**config.mk**
```make
export PLATFORM = sky130hd
export DESIGN_NAME = pvd_regs
export DESIGN_NICKNAME = d
export VERILOG_FILES = /design/src/pvd_pkg.sv /design/src/pvd_regs.sv
export SDC_FILE = /design/constraint.sdc
export NUM_CORES = 1
export LEC_CHECK = 0
export ABC_AREA = 1
export BUFFER_PORTS_ARGS = -buffer_cell sky130_fd_sc_hd__buf_4
export CAP_MARGIN = 40
export CORE_MARGIN = 10
export CORE_UTILIZATION = 25
export CTS_CLUSTER_DIAMETER = 100
export CTS_CLUSTER_SIZE = 14
export DETAILED_ROUTE_END_ITERATION = 10
export SETUP_SLACK_MARGIN = 0.02
export SLEW_MARGIN = 20
export SYNTH_ARGS = -nofsm -noshare
export SYNTH_HDL_FRONTEND = slang
export SYNTH_SLANG_ARGS = --single-unit
export TNS_END_PERCENT = 1
```
**constraint.sdc**
```tcl
create_clock -name clk_sys -period 2.9 [get_ports clk_sys]
set_input_delay 0.435 -clock clk_sys [delete_from_list [all_inputs] [get_ports clk_sys]]
set_output_delay 0.435 -clock clk_sys [all_outputs]
set_load 0.01 [all_outputs]
```
**src/pvd_pkg.sv**
```systemverilog
// constants, types and register map for the phy vendor diagnostic register bank
// Operation
// count each 10 Mb/s receive rx10_frame_end_error_count error in a 16-bit counter.
// rx10_frame_end_error_count error counter holds at maximum, never wraps.
// count each transmit jabber detection in a 16-bit counter.
// jabber counter holds at maximum once full.
// reading a counter returns its value then clears it; both reset to zero.
// equalizer word: opcode in bits 15:13, operand in bits 12:0.
// opcodes 001, 010, 011 load operand into configuration registers 0, 1, 2.
// opcode 100 reads detector status fields packed as documented.
// config 0: bit 12 loads coded zero, bit 4 zero force, bits 7:6 squelch force.
// config 0 bits 11:10 high threshold timing, bits 9:8 low threshold timing.
// config 1 bits 8:7 select signal-detect preset, bit 6 loads it.
// config 1 bits 10:9 ratio pair, bit 4 lock disable, bit 0 test mode.
// config 2 bits 7:6 select slow-mode adaptation time.
// config 2 bits 5:4 force signal detect, bits 1:0 disable thresholds, 9:8 misc.
// opcode 101 reads a jitter slice chosen by operand bits 1:0.
// opcode 110 reads a clock counter slice chosen by operand bit 0.
// led select bits 2:0 choose both led pin sources.
// opcode 000 is no operation, 111 reserved; neither changes configuration.
// station writes zero to reserved operand and led select bits.
package pvd_pkg;
   localparam logic [4:0] ADDR_EOF_CNT = 5'h18;
   localparam logic [4:0] ADDR_JAB_CNT = 5'h19;
   localparam logic [4:0] ADDR_EQ = 5'h1A;
   localparam logic [4:0] ADDR_LED = 5'h1B;
   localparam logic [15:0] CNT_MAX = 16'hFFFF;
   localparam logic [15:0] CNT_RST = 16'h0000;
   localparam logic [12:0] CFG_RST = 13'h0000;
   localparam logic [2:0] LED_RST = 3'h0;
   localparam logic [1:0] SLOW_RST = 2'h0;
   localparam logic [4:0] SD_PRE0 = 5'h10;
   localparam logic [4:0] SD_PRE1 = 5'h18;
   localparam logic [4:0] SD_PRE2 = 5'h1C;
   localparam logic [4:0] SD_PRE3 = 5'h1F;
   localparam logic [2:0] OP_NOP = 3'h0;
   localparam logic [2:0] OP_CFG0 = 3'h1;
   localparam logic [2:0] OP_CFG1 = 3'h2;
   localparam logic [2:0] OP_CFG2 = 3'h3;
   localparam logic [2:0] OP_STAT = 3'h4;
   localparam logic [2:0] OP_JIT = 3'h5;
   localparam logic [2:0] OP_CLK = 3'h6;
   localparam logic [2:0] OP_RSV = 3'h7;
   // led pin sources
   typedef enum logic [1:0] {
      PVD_SRC_OFF = 2'b00,
      PVD_SRC_ON = 2'b01,
      PVD_SRC_A = 2'b10,
      PVD_SRC_B = 2'b11
   } pvd_src_t;
   // config register 0 view
   typedef struct packed {
      logic set_zero;
      logic [1:0] hi_thr;
      logic [1:0] lo_thr;
      logic sq_force_en;
      logic sq_force_val;
      logic rsv5;
      logic zero_force_en;
      logic [3:0] coded_zero;
   } pvd_cfg0_t;
   typedef struct packed {
      logic [1:0] rsv;
      logic [1:0] ratio_sel;
      logic [1:0] sd_preset_sel;
      logic sd_load;
      logic rsv5;
      logic lock_dis;
      logic [2:0] rsv3;
      logic test_mode;
   } pvd_cfg1_t;
   typedef struct packed {
      logic [2:0] rsv;
      logic breakdown;
      logic det_sel;
      logic [1:0] slow_time;
      logic sd_force_en;
      logic sd_force_val;
      logic [1:0] rsv2;
      logic hi_sd_dis;
      logic lo_sd_dis;
   } pvd_cfg2_t;
   // live detector state into the bank
   typedef struct packed {
      logic [1:0] fsm_state;
      logic lock_adapt;
      logic sig_detect;
      logic squelch;
      logic [3:0] coded_zero;
      logic [26:0] jitter;
      logic [23:0] clk_count;
   } pvd_det_t;
   // led event sources
   typedef struct packed {
      logic activity;
      logic link;
      logic speed;
      logic collision;
   } pvd_led_in_t;
endpackage : pvd_pkg

```
**src/pvd_regs.sv**
```systemverilog
// vendor diagnostic registers: event counters, equalizer command, led select
`timescale 1ns/100ps
module pvd_regs (
   input wire logic clk_sys, // 125 MHz clock
   input wire logic arst_n, // async reset, active low
   input wire logic [4:0] addr, // register address
   input wire logic [15:0] wdata, // write data
   input wire logic wr, // write strobe
   input wire logic rd, // read strobe
   output logic [15:0] rdata, // read data, cycle after rd
   input wire logic eof_err_evt, // 10 Mb/s rx10_frame_end_error_count error pulse
   input wire logic jabber_evt, // jabber detection pulse
   input wire pvd_pkg::pvd_det_t det, // detector state
   input wire pvd_pkg::pvd_led_in_t led_in, // led event sources
   output pvd_pkg::pvd_cfg0_t cfg0, // adaptive_detect_unit config 0
   output pvd_pkg::pvd_cfg1_t cfg1, // adaptive_detect_unit config 1
   output pvd_pkg::pvd_cfg2_t cfg2, // adaptive_detect_unit config 2
   output logic cfg0_load_pulse, // coded zero load command
   output logic sd_load_pulse, // signal-detect preset load command
   output logic [4:0] sd_preset, // selected signal-detect preset
   output logic activity_led_n, // activity_led_pin, active low
   output logic link_led_n // link_led_pin, active low
);
   logic [15:0] eof_cnt_r;
   logic [15:0] jab_cnt_r;
   logic [2:0] opcode_r;
   logic [12:0] operand_r;
   logic [2:0] led_sel_r;
   logic rd_eof, rd_jab, wr_eq;
   logic [15:0] status_word;
   logic [15:0] eq_read;

   assign rd_eof = rd && (addr == pvd_pkg::ADDR_EOF_CNT);
   assign rd_jab = rd && (addr == pvd_pkg::ADDR_JAB_CNT);
   assign wr_eq = wr && (addr == pvd_pkg::ADDR_EQ);

   // an event in the clearing read cycle starts the new count at one
   function automatic logic [15:0] cnt_next(input logic [15:0] c, input logic evt, input logic clr);
      logic [15:0] base;
      base = clr ? pvd_pkg::CNT_RST : c;
      if (evt && base != pvd_pkg::CNT_MAX) begin
         cnt_next = base + 16'h0001;
      end else begin
         cnt_next = base;
      end
   endfunction : cnt_next

   always_ff @(posedge clk_sys or negedge arst_n) begin
      if (!arst_n) begin
         eof_cnt_r <= pvd_pkg::CNT_RST;
      end else begin
         eof_cnt_r <= cnt_next(eof_cnt_r, eof_err_evt, rd_eof); // see R1 see R2
      end
   end

   always_ff @(posedge clk_sys or negedge arst_n) begin
      if (!arst_n) begin
         jab_cnt_r <= pvd_pkg::CNT_RST;
      end else begin
         jab_cnt_r <= cnt_next(jab_cnt_r, jabber_evt, rd_jab); // see R3 see R4
      end
   end

   // last command word; opcode selects what reads return
   always_ff @(posedge clk_sys or negedge arst_n) begin
      if (!arst_n) begin
         opcode_r <= pvd_pkg::OP_NOP;
         operand_r <= pvd_pkg::CFG_RST;
      end else if (wr_eq) begin
         opcode_r <= wdata[15:13];
         operand_r <= wdata[12:0];
      end
   end

   always_ff @(posedge clk_sys or negedge arst_n) begin
      if (!arst_n) begin
         cfg0 <= pvd_pkg::CFG_RST;
         cfg1 <= pvd_pkg::CFG_RST;
         cfg2 <= {3'h0, 2'h0, pvd_pkg::SLOW_RST, 6'h00};
      end else if (wr_eq) begin
         unique case (wdata[15:13])
            pvd_pkg::OP_CFG0: cfg0 <= wdata[12:0]; // see R7 see R9
            pvd_pkg::OP_CFG1: cfg1 <= wdata[12:0]; // see R7 see R11
            pvd_pkg::OP_CFG2: cfg2 <= wdata[12:0]; // see R7 see R13
            default: begin
               // nop, reads and reserved leave configuration alone
            end
         endcase
      end
   end

   // load commands act once, on the write that carries them
   always_ff @(posedge clk_sys or negedge arst_n) begin
      if (!arst_n) begin
         cfg0_load_pulse <= 1'b0;
         sd_load_pulse <= 1'b0;
      end else begin
         cfg0_load_pulse <= wr_eq && wdata[15:13] == pvd_pkg::OP_CFG0 && wdata[12];
         sd_load_pulse <= wr_eq && wdata[15:13] == pvd_pkg::OP_CFG1 && wdata[6];
      end
   end

   always_ff @(posedge clk_sys or negedge arst_n) begin
      if (!arst_n) begin
         sd_preset <= pvd_pkg::SD_PRE0;
      end else begin
         unique case (cfg1.sd_preset_sel)
            2'b00: sd_preset <= pvd_pkg::SD_PRE0;
            2'b01: sd_preset <= pvd_pkg::SD_PRE1;
            2'b10: sd_preset <= pvd_pkg::SD_PRE2;
            2'b11: sd_preset <= pvd_pkg::SD_PRE3;
         endcase
      end
   end

   always_comb begin
      status_word = {2'b00, opcode_r, cfg1.ratio_sel, det.fsm_state, det.lock_adapt,
                     det.sig_detect, det.squelch, det.coded_zero};
      unique case (opcode_r)
         pvd_pkg::OP_STAT: eq_read = status_word;
         pvd_pkg::OP_JIT: begin
            if (operand_r[1]) begin
               eq_read = det.jitter[26:11];
            end else if (operand_r[0]) begin
               eq_read = det.jitter[21:6];
            end else begin
               eq_read = det.jitter[15:0];
            end
         end
         pvd_pkg::OP_CLK: eq_read = operand_r[0] ? det.clk_count[23:8] : det.clk_count[15:0];
         default: eq_read = {opcode_r, operand_r};
      endcase
   end

   always_ff @(posedge clk_sys or negedge arst_n) begin
      if (!arst_n) begin
         rdata <= 16'h0000;
      end else if (rd) begin
         unique case (addr)
            pvd_pkg::ADDR_EOF_CNT: rdata <= eof_cnt_r;
            pvd_pkg::ADDR_JAB_CNT: rdata <= jab_cnt_r;
            pvd_pkg::ADDR_EQ: rdata <= eq_read;
            pvd_pkg::ADDR_LED: rdata <= {13'h0000, led_sel_r};
            default: rdata <= 16'h0000;
         endcase
      end else begin
         rdata <= 16'h0000;
      end
   end

   always_ff @(posedge clk_sys or negedge arst_n) begin
      if (!arst_n) begin
         led_sel_r <= pvd_pkg::LED_RST;
      end else if (wr && addr == pvd_pkg::ADDR_LED) begin
         led_sel_r <= wdata[2:0];
      end
   end

   // led pins are active low: a lit led drives the pin low
   always_ff @(posedge clk_sys or negedge arst_n) begin
      if (!arst_n) begin
         activity_led_n <= 1'b1;
         link_led_n <= 1'b1;
      end else begin
         unique case (led_sel_r)
            3'b000: begin
               activity_led_n <= ~led_in.activity;
               link_led_n <= ~led_in.link;
            end
            3'b001: begin
               activity_led_n <= ~led_in.speed;
               link_led_n <= ~led_in.collision;
            end
            3'b010: begin
               activity_led_n <= ~led_in.speed;
               link_led_n <= ~led_in.link;
            end
            3'b011: begin
               activity_led_n <= ~led_in.activity;
               link_led_n <= ~led_in.collision;
            end
            3'b100: begin
               activity_led_n <= 1'b1;
               link_led_n <= 1'b1;
            end
            3'b101: begin
               activity_led_n <= 1'b1;
               link_led_n <= 1'b0;
            end
            3'b110: begin
               activity_led_n <= 1'b0;
               link_led_n <= 1'b1;
            end
            3'b111: begin
               activity_led_n <= 1'b0;
               link_led_n <= 1'b0;
            end
         endcase
      end
   end

   property p_eof_sat;
      @(posedge clk_sys) disable iff (!arst_n)
      (eof_cnt_r == pvd_pkg::CNT_MAX && !rd_eof) |=> eof_cnt_r == pvd_pkg::CNT_MAX;
   endproperty
   a_eof_sat: assert property (p_eof_sat) else $error("eof counter left max");
   property p_eof_inc;
      @(posedge clk_sys) disable iff (!arst_n)
      (eof_err_evt && !rd_eof && eof_cnt_r != pvd_pkg::CNT_MAX) |=> eof_cnt_r == $past(eof_cnt_r) + 16'h0001;
   endproperty
   a_eof_inc: assert property (p_eof_inc) else $error("eof counter missed event");
   property p_jab_sat;
      @(posedge clk_sys) disable iff (!arst_n)
      (jab_cnt_r == pvd_pkg::CNT_MAX && !rd_jab) |=> jab_cnt_r == pvd_pkg::CNT_MAX;
   endproperty
   a_jab_sat: assert property (p_jab_sat) else $error("jabber counter left max");
   property p_jab_inc;
      @(posedge clk_sys) disable iff (!arst_n)
      (jabber_evt && !rd_jab && jab_cnt_r != pvd_pkg::CNT_MAX) |=> jab_cnt_r == $past(jab_cnt_r) + 16'h0001;
   endproperty
   a_jab_inc: assert property (p_jab_inc) else $error("jabber counter missed event");
   property p_rc;
      @(posedge clk_sys) disable iff (!arst_n)
      rd_eof |=> (rdata == $past(eof_cnt_r)) && (eof_cnt_r == {15'h0000, $past(eof_err_evt)});
   endproperty
   a_rc: assert property (p_rc) else $error("read-clear wrong");
   property p_cfg0;
      @(posedge clk_sys) disable iff (!arst_n)
      (wr_eq && wdata[15:13] == pvd_pkg::OP_CFG0) |=> cfg0 == $past(wdata[12:0]);
   endproperty
   a_cfg0: assert property (p_cfg0) else $error("cfg0 not loaded");
   property p_nop;
      @(posedge clk_sys) disable iff (!arst_n)
      (wr_eq && (wdata[15:13] == pvd_pkg::OP_NOP || wdata[15:13] == pvd_pkg::OP_RSV))
         |=> $stable(cfg0) && $stable(cfg1) && $stable(cfg2);
   endproperty
   a_nop: assert property (p_nop) else $error("nop changed config");
   property p_led_on;
      @(posedge clk_sys) disable iff (!arst_n)
      (led_sel_r == 3'b111) ##1 (led_sel_r == 3'b111) |-> !activity_led_n && !link_led_n;
   endproperty
   a_led_on: assert property (p_led_on) else $error("leds not both on");
   property p_clk_win;
      @(posedge clk_sys) disable iff (!arst_n)
      (rd && addr == pvd_pkg::ADDR_EQ && opcode_r == pvd_pkg::OP_CLK && operand_r[0]) |=> rdata == $past(det.clk_count[23:8]);
   endproperty
   a_clk_win: assert property (p_clk_win) else $error("clock window wrong");

   property p_jab_rc;
      @(posedge clk_sys) disable iff (!arst_n)
      rd_jab |=> (rdata == $past(jab_cnt_r)) && (jab_cnt_r == {15'h0000, $past(jabber_evt)});
   endproperty
   a_jab_rc: assert property (p_jab_rc) else $error("jabber read-clear wrong");

   property p_cfg1;
      @(posedge clk_sys) disable iff (!arst_n)
      (wr_eq && wdata[15:13] == pvd_pkg::OP_CFG1) |=> cfg1 == $past(wdata[12:0]);
   endproperty
   a_cfg1: assert property (p_cfg1) else $error("cfg1 not loaded");

   property p_cfg2;
      @(posedge clk_sys) disable iff (!arst_n)
      (wr_eq && wdata[15:13] == pvd_pkg::OP_CFG2) |=> cfg2 == $past(wdata[12:0]);
   endproperty
   a_cfg2: assert property (p_cfg2) else $error("cfg2 not loaded");

   property p_cz_load;
      @(posedge clk_sys) disable iff (!arst_n)
      (wr_eq && wdata[15:13] == pvd_pkg::OP_CFG0 && wdata[12]) |=> cfg0_load_pulse;
   endproperty
   a_cz_load: assert property (p_cz_load) else $error("coded zero load missing");

   property p_load_idle;
      @(posedge clk_sys) disable iff (!arst_n)
      !wr_eq |=> !cfg0_load_pulse && !sd_load_pulse;
   endproperty
   a_load_idle: assert property (p_load_idle) else $error("load pulse without write");

   property p_sd_load;
      @(posedge clk_sys) disable iff (!arst_n)
      (wr_eq && wdata[15:13] == pvd_pkg::OP_CFG1 && wdata[6]) |=> sd_load_pulse;
   endproperty
   a_sd_load: assert property (p_sd_load) else $error("preset load missing");

   property p_sd_pre3;
      @(posedge clk_sys) disable iff (!arst_n)
      cfg1.sd_preset_sel == 2'b11 |=> sd_preset == pvd_pkg::SD_PRE3;
   endproperty
   a_sd_pre3: assert property (p_sd_pre3) else $error("preset 3 wrong");

   property p_sd_pre0;
      @(posedge clk_sys) disable iff (!arst_n)
      cfg1.sd_preset_sel == 2'b00 |=> sd_preset == pvd_pkg::SD_PRE0;
   endproperty
   a_sd_pre0: assert property (p_sd_pre0) else $error("preset 0 wrong");

   property p_opcode;
      @(posedge clk_sys) disable iff (!arst_n)
      wr_eq |=> opcode_r == $past(wdata[15:13]);
   endproperty
   a_opcode: assert property (p_opcode) else $error("opcode not kept");

   property p_stat;
      @(posedge clk_sys) disable iff (!arst_n)
      (rd && addr == pvd_pkg::ADDR_EQ && opcode_r == pvd_pkg::OP_STAT)
         |=> rdata[15:11] == {2'b00, pvd_pkg::OP_STAT} && rdata[3:0] == $past(det.coded_zero);
   endproperty
   a_stat: assert property (p_stat) else $error("status word wrong");

   property p_jit0;
      @(posedge clk_sys) disable iff (!arst_n)
      (rd && addr == pvd_pkg::ADDR_EQ && opcode_r == pvd_pkg::OP_JIT && operand_r[1:0] == 2'b00)
         |=> rdata == $past(det.jitter[15:0]);
   endproperty
   a_jit0: assert property (p_jit0) else $error("jitter low slice wrong");

   property p_jit1;
      @(posedge clk_sys) disable iff (!arst_n)
      (rd && addr == pvd_pkg::ADDR_EQ && opcode_r == pvd_pkg::OP_JIT && operand_r[1:0] == 2'b01)
         |=> rdata == $past(det.jitter[21:6]);
   endproperty
   a_jit1: assert property (p_jit1) else $error("jitter mid slice wrong");

   property p_jit2;
      @(posedge clk_sys) disable iff (!arst_n)
      (rd && addr == pvd_pkg::ADDR_EQ && opcode_r == pvd_pkg::OP_JIT && operand_r[1])
         |=> rdata == $past(det.jitter[26:11]);
   endproperty
   a_jit2: assert property (p_jit2) else $error("jitter high slice wrong");

   property p_clk0;
      @(posedge clk_sys) disable iff (!arst_n)
      (rd && addr == pvd_pkg::ADDR_EQ && opcode_r == pvd_pkg::OP_CLK && !operand_r[0])
         |=> rdata == $past(det.clk_count[15:0]);
   endproperty
   a_clk0: assert property (p_clk0) else $error("clock low window wrong");

   property p_led_off;
      @(posedge clk_sys) disable iff (!arst_n)
      (led_sel_r == 3'b100) ##1 (led_sel_r == 3'b100) |-> activity_led_n && link_led_n;
   endproperty
   a_led_off: assert property (p_led_off) else $error("leds not both off");

   property p_led_sel;
      @(posedge clk_sys) disable iff (!arst_n)
      (wr && addr == pvd_pkg::ADDR_LED) |=> led_sel_r == $past(wdata[2:0]);
   endproperty
   a_led_sel: assert property (p_led_sel) else $error("led select not loaded");

   property p_rd_idle;
      @(posedge clk_sys) disable iff (!arst_n)
      !rd |=> rdata == 16'h0000;
   endproperty
   a_rd_idle: assert property (p_rd_idle) else $error("read data outside read slot");

   property p_eof_clr;
      @(posedge clk_sys) disable iff (!arst_n)
      (rd_eof && !eof_err_evt) |=> eof_cnt_r == pvd_pkg::CNT_RST;
   endproperty
   a_eof_clr: assert property (p_eof_clr) else $error("eof counter not cleared");

   property p_jab_clr;
      @(posedge clk_sys) disable iff (!arst_n)
      (rd_jab && !jabber_evt) |=> jab_cnt_r == pvd_pkg::CNT_RST;
   endproperty
   a_jab_clr: assert property (p_jab_clr) else $error("jabber counter not cleared");

   property p_cnt_wr;
      @(posedge clk_sys) disable iff (!arst_n)
      (wr && addr == pvd_pkg::ADDR_JAB_CNT && !jabber_evt) |=> $stable(jab_cnt_r);
   endproperty
   a_cnt_wr: assert property (p_cnt_wr) else $error("counter took a write");

   property p_led_act;
      @(posedge clk_sys) disable iff (!arst_n)
      led_sel_r == 3'b000 |=> activity_led_n == !$past(led_in.activity);
   endproperty
   a_led_act: assert property (p_led_act) else $error("activity led wrong");

   property p_led_col;
      @(posedge clk_sys) disable iff (!arst_n)
      led_sel_r == 3'b001 |=> link_led_n == !$past(led_in.collision);
   endproperty
   a_led_col: assert property (p_led_col) else $error("collision led wrong");
   c_eof_sat: cover property (@(posedge clk_sys) disable iff (!arst_n) eof_cnt_r == pvd_pkg::CNT_MAX && eof_err_evt);
   c_stat: cover property (@(posedge clk_sys) disable iff (!arst_n) rd && addr == pvd_pkg::ADDR_EQ && opcode_r == pvd_pkg::OP_STAT);
   c_sd: cover property (@(posedge clk_sys) disable iff (!arst_n) sd_load_pulse);
   c_jab_sat: cover property (@(posedge clk_sys) disable iff (!arst_n) jab_cnt_r == pvd_pkg::CNT_MAX && jabber_evt);
   c_cz: cover property (@(posedge clk_sys) disable iff (!arst_n) cfg0_load_pulse);
endmodule : pvd_regs

```
# Yosys cells after proc, flatten, opt, wreduce, memory -nomap -nowiden
# Index checks and enable logic that the tools add are counted.
op_classes:
  add_sub_neg: 2
  eq_ne: 22
  n_bitwise: 4
  reduce_logical: 23
  muxes: 13
op_table:
  columns: ["op", "n"]
  rows:
  - ["16-bit 2-to-1 mux", 8]
  - ["16-bit case mux with 4 select lines", 1]
  - ["16-bit case mux with 3 select lines", 1]
  - ["16-bit by 1-bit adder with 16-bit output (second input constant)", 2]
  - ["16-bit inequality test (second input constant)", 2]
  - ["3-bit equality test (second input constant)", 7]
  - ["5-bit equality test (second input constant)", 4]
  - ["5-bit case mux with 4 select lines", 1]
  - ["2-bit OR reduction", 8]
  - ["3-bit by 2-bit equality test with 1-bit output (second input constant)", 4]
  - ["1-bit logical AND", 10]
  - ["1-bit case mux with 4 select lines", 2]
  - ["3-bit by 1-bit equality test with 1-bit output (second input constant)", 2]
  - ["2-bit AND reduction", 3]
  - ["2-bit equality test (second input constant)", 2]
  - ["1-bit NOT", 4]
  - ["3-bit logical NOT", 1]
  - ["2-bit by 1-bit equality test with 1-bit output (second input constant)", 1]
  - ["2-bit logical NOT", 1]
word_totals:
  out_inout_bits: 64
  reg_bits: 115
  elab_cells: 100

# Depth between registers and ports, before layout
depth:
  ltp_word: 6
  ltp_mapped: 17

# Worst setup path after synthesis
# No wires, ideal clock.
synth_path:
  path_kind: "input to register"
  start: "input addr[4]"
  end: "register jab_cnt_r[3]"
  setup_time_ps: 117
  t_arrival_ps: 2262
  slack_ps: 521
  stages: 17
  n_path_buf: 3
  required_ps: 2783
  cell_sequence: "buf_6 nand2_1 inv_2 nand3_4 buf_4 nand2_1 inv_1 ha_1 nand2_1 nand3b_2 nor2_4 nand2_4 nor2_2 nor2_4 buf_6 nand2_1 nand2_1"
synth_between:
  elab_chain_cells: 6
  word_cells_on_any_way: 7
  classes_between: "add/sub: 1; eq/ne: 2; mux: 2; reduce/logical: 2"
synth_rtl:
  columns: ["item", "line_no", "rtl"]
  rows:
  - ["start, declared", "pvd_regs.sv:6", "input wire logic [4:0] addr,"]
  - ["5-bit equality test *", "pvd_regs.sv:34", "assign rd_jab = rd && (addr == pvd_pkg::ADDR_JAB_CNT);"]
  - ["1-bit logical AND *", "pvd_regs.sv:34", null]
  - ["16-bit 2-to-1 mux *", "pvd_regs.sv:40", "base = clr ? pvd_pkg::CNT_RST : c;"]
  - ["branches (longest 2 deep; another with 16-bit by 1-bit adder with 16-bit output)", null, null]
  - ["16-bit 2-to-1 mux *", "pvd_regs.sv:41", "if (evt && base != pvd_pkg::CNT_MAX) begin"]
  - ["end signal, assigned", "pvd_regs.sv:58", "jab_cnt_r <= pvd_pkg::CNT_RST;"]
  - ["end signal, assigned", "pvd_regs.sv:60", "jab_cnt_r <= cnt_next(jab_cnt_r, jabber_evt, rd_jab);"]
  - ["end, declared", "pvd_regs.sv:25", "logic [15:0] jab_cnt_r;"]
# Mark *: on every way between the ends.
# A chain may end at the register's enable or synchronous reset.

# Final worst setup path
layout_path:
  start: "input addr[0]"
  end: "register eof_cnt_r[1]"
layout_between:
  elab_chain_cells: 6
  word_cells_on_any_way: 7
  classes_between: "add/sub: 1; eq/ne: 2; mux: 2; reduce/logical: 2"
layout_rtl:
  columns: ["item", "line_no", "rtl"]
  rows:
  - ["5-bit equality test *", "pvd_regs.sv:33", "assign rd_eof = rd && (addr == pvd_pkg::ADDR_EOF_CNT);"]
  - ["1-bit logical AND *", "pvd_regs.sv:33", null]
  - ["16-bit 2-to-1 mux *", "pvd_regs.sv:40", null]
  - ["branches (longest 2 deep; another with 16-bit by 1-bit adder with 16-bit output)", null, null]
  - ["16-bit 2-to-1 mux *", "pvd_regs.sv:41", null]
  - ["end signal, assigned", "pvd_regs.sv:50", "eof_cnt_r <= pvd_pkg::CNT_RST;"]
  - ["end signal, assigned", "pvd_regs.sv:52", "eof_cnt_r <= cnt_next(eof_cnt_r, eof_err_evt, rd_eof);"]
  - ["end, declared", "pvd_regs.sv:24", "logic [15:0] eof_cnt_r;"]
# Marks and branches as above.

==> results.ini <==
[global_routing]
antenna_found_initial = 0
grt_pass1_wl_mm = 35.60
grt_max_degree = 59
grt_pass1_vias = 6118
overflow = 0
grt.met1_usage_pct = 18.10
met3_usage_pct = 2.857
gr-max-usage-layer = met2
gr-usage-all-layers_pct = 13.67
grt_util_met2_pct = 21.68

[sta]
hold_violations = 0
fin_ws_ps = 680.6
rsz0062_at_grt = no
setup_violations = 0
timing.hold.ws_ps = 230.2
period_share_pct = 76.53
tightest_slew_ps = 730.3
max_freq_ghz = 0.4506
skew_ps = 6.171
min_period_ps = 2219
tns_ps = 0
slew_viol_final = 0
relSlewSlack_pct = 51.01

[route]
ant_nets = 0
wl_per_cell_um = 16.37
num_vias = 6459
totalWireLength_mm = 22.94
detail_route.drc_violations = 0
via_per_inst = 4.610
drt_first_pass_iters = 7
drtIter0Drc = 616

[placement]
port_buffers = 153
dp_hpwl_mm = 17.73
dpl_worst_slack_ps = 262.7
dp_cells = 1369
gp_congestion = 0.8914

[min_path]
worstHoldStart = led_in[3]
hp-class = in2reg

[logic_synthesis]
synth_top_area_share_pct = 42.74
synthTopCellsByCount = nand2_1 (342), dfrtp_1 (111), inv_1 (95)
async_flop_share_pct = 100.0
synth_cell_types = 44
yosysSeqAreaShare_pct = 43.55
synth_edf_count = 0
synth_area_leader_cell = dfrtp_1
ys_warn_count = 0
synth.avg_cell_area_um2 = 7.149
synth_ff_type = dfrtp_1
synth.ff_latch_count = 113
synthCells = 909
syn-num-nets = 1002
yosys-top-cells-area = dfrtp_1 (43%), nand2_1 (20%), o21ai_0 (6.9%)
netlist_area_um2 = 6499
yosysMostFrequentCell = nand2_1

[clock_network]
clock_path_buffers = 2
htreeDepth = 4
insertion_delay_ps = 410
clk_pin_slew_ps = 50
cts.sinks = 113
cts_buffers = 17
clock-root-buffer = clkbuf_16
post_cts_buffers = 0
cts_tree = built

[die]
fp.dieW_um = 181.2
chipHeight_um = 181.2
die_area_um2 = 32840
rows = 58
pin_count = 155
core_area_um2 = 25400
start_util_pct = 25.59

[worst_setup_path]
path_max_fanout = 16
critPathLaunch = addr[0]
crit_type = in2reg
cp-endpoint = eof_cnt_r[1]
crit_path_start_kind = input pin
r2r_slack_ps = 690
critPathArrivalTime_ps = 2570
r2r_start = operand_r[0]
required_ps = 3250
cp-end-kind = flop
r2r_end = rdata[6]
worstRegToRegCells = 6

[finish]
seq_area_um2 = 2830
insertedDiodeCount = 0
drive_gt1_share_pct = 21.94
fillers = 2739
stdcell_count = 1401
layout.nets = 1153
finalCoreUtilization_pct = 33.76
multi_input_area_um2 = 3079
area_growth_pct = 31.96

[pwr]
combPwrFrac_pct = 20.8
vdd_drop_max_mv = 0.3225
pwr-share-clk_pct = 40.8
p_int_uw = 3389
p_leak_uw = 0.004464
p_per_area_nw_per_um2 = 574.4
sw_frac_of_total_pct = 31.21
pwr-share-seq_pct = 38.4
power_switching_uw = 1537

[run_status]
outcome = finished clean

[job]
cap_violations = 0

[state kept, by name, indices dropped and copies added (netlist names), 13 cells and up]
register	flops
operand_r	13
cfg0	13
jab_cnt_r	16
cfg1	13
cfg2	13
rdata	16
eof_cnt_r	16
[cell families (layout without fill, tap and decap cells)]
logic type,after synthesis,after routing,synth area share [%]
other,1,1,0.05770
xor gates and xnor gates,14,14,1.887
adders and majority gates,2,2,0.3850
and+or+nand+nor,502,502,33.19
buffers and inverters,141,303,9.068
AOI/OAI and AO/OA,136,136,11.86
DFF,113,113,43.55
[metal layers]
| metal | vias to the layer above | share of wire, % |
|---|---|---|
| li1 | 3201 | - |
| met1 | 3024 | 46 |
| met2 | 203 | 47 |
| met3 | 31 | 5.6 |
| met4 | 0 | 1.9 |
| met5 | - | 0 |
[cell type report]
cell class,count,area share [%]
multi-input cells,655,35.91
flip-flops and latches,113,33.00
repair buffers,169,15.20
clock buffers,19,5.165
well taps,330,4.815
inverters,104,4.552
clock inverters,11,1.357
[critical path, stage by stage]
cell,delay (ps)
buf_4,130
nor2_4,180
nand4_2,270
nand2_1,210
inv_1,100
ha_1,250
nand4_1,170
inv_1,100
nand2_2,140
nor2_2,70
nor2_4,330
nand2_1,110
nand2_1,80
[worst min path at each step]
stage	to	slack, ps	depth (start not counted)
floorplan	cfg0[0]	140	0
global placement	sd_preset[2]	460	0
detailed placement	sd_preset[2]	450	0
CTS	cfg0_load_pulse	120	1
global route	activity_led_n	220	2
finish	activity_led_n	230	2
[power groups by stage]
stage	sequential [uW]	combinational, uW	clock, uW
final	1890	1020	2010
after global placement	1910	1000	0
after detailed placement	1910	1010	0
after floorplan	1870	602	0
after global routing	1910	1150	2130
after CTS	1890	1020	2060
[metrics by stage]
| stage | power (uW) | instance area [um2] |
|---|---|---|
| 5_1_grt | 5183 | 8576 |
| 3_5_place_dp | 2929 | 7979 |
| 2_1_floorplan | 2474 | 6499 |
| 4_1_cts | 4962 | 8538 |
| 6_report | 4926 | 8576 |
| 3_3_place_gp | 2918 | 7979 |
[cell usage in the layout, fill, tap and decap left out, types with 6 or more instances in the layout]
cell / instances
nor2_1: 67
a31oi_1: 6
nand2_2: 6
inv_2: 6
xor2_1: 12
nand3_1: 38
buf_4: 166
nand2_1: 342
inv_1: 95
nand4_1: 26
o21ai_0: 89
clkbuf_16: 17
a21oi_1: 12
dfrtp_1: 111
nor2_2: 6
[repair_timing]
item / 4_1_cts / 5_1_grt
setup endpoints to repair: 0 / 0
resized for setup: 0 / 0
hold buffers: 0 / 1
hold endpoints to repair: 0 / 2
Power figures use the tool's default switching activity.
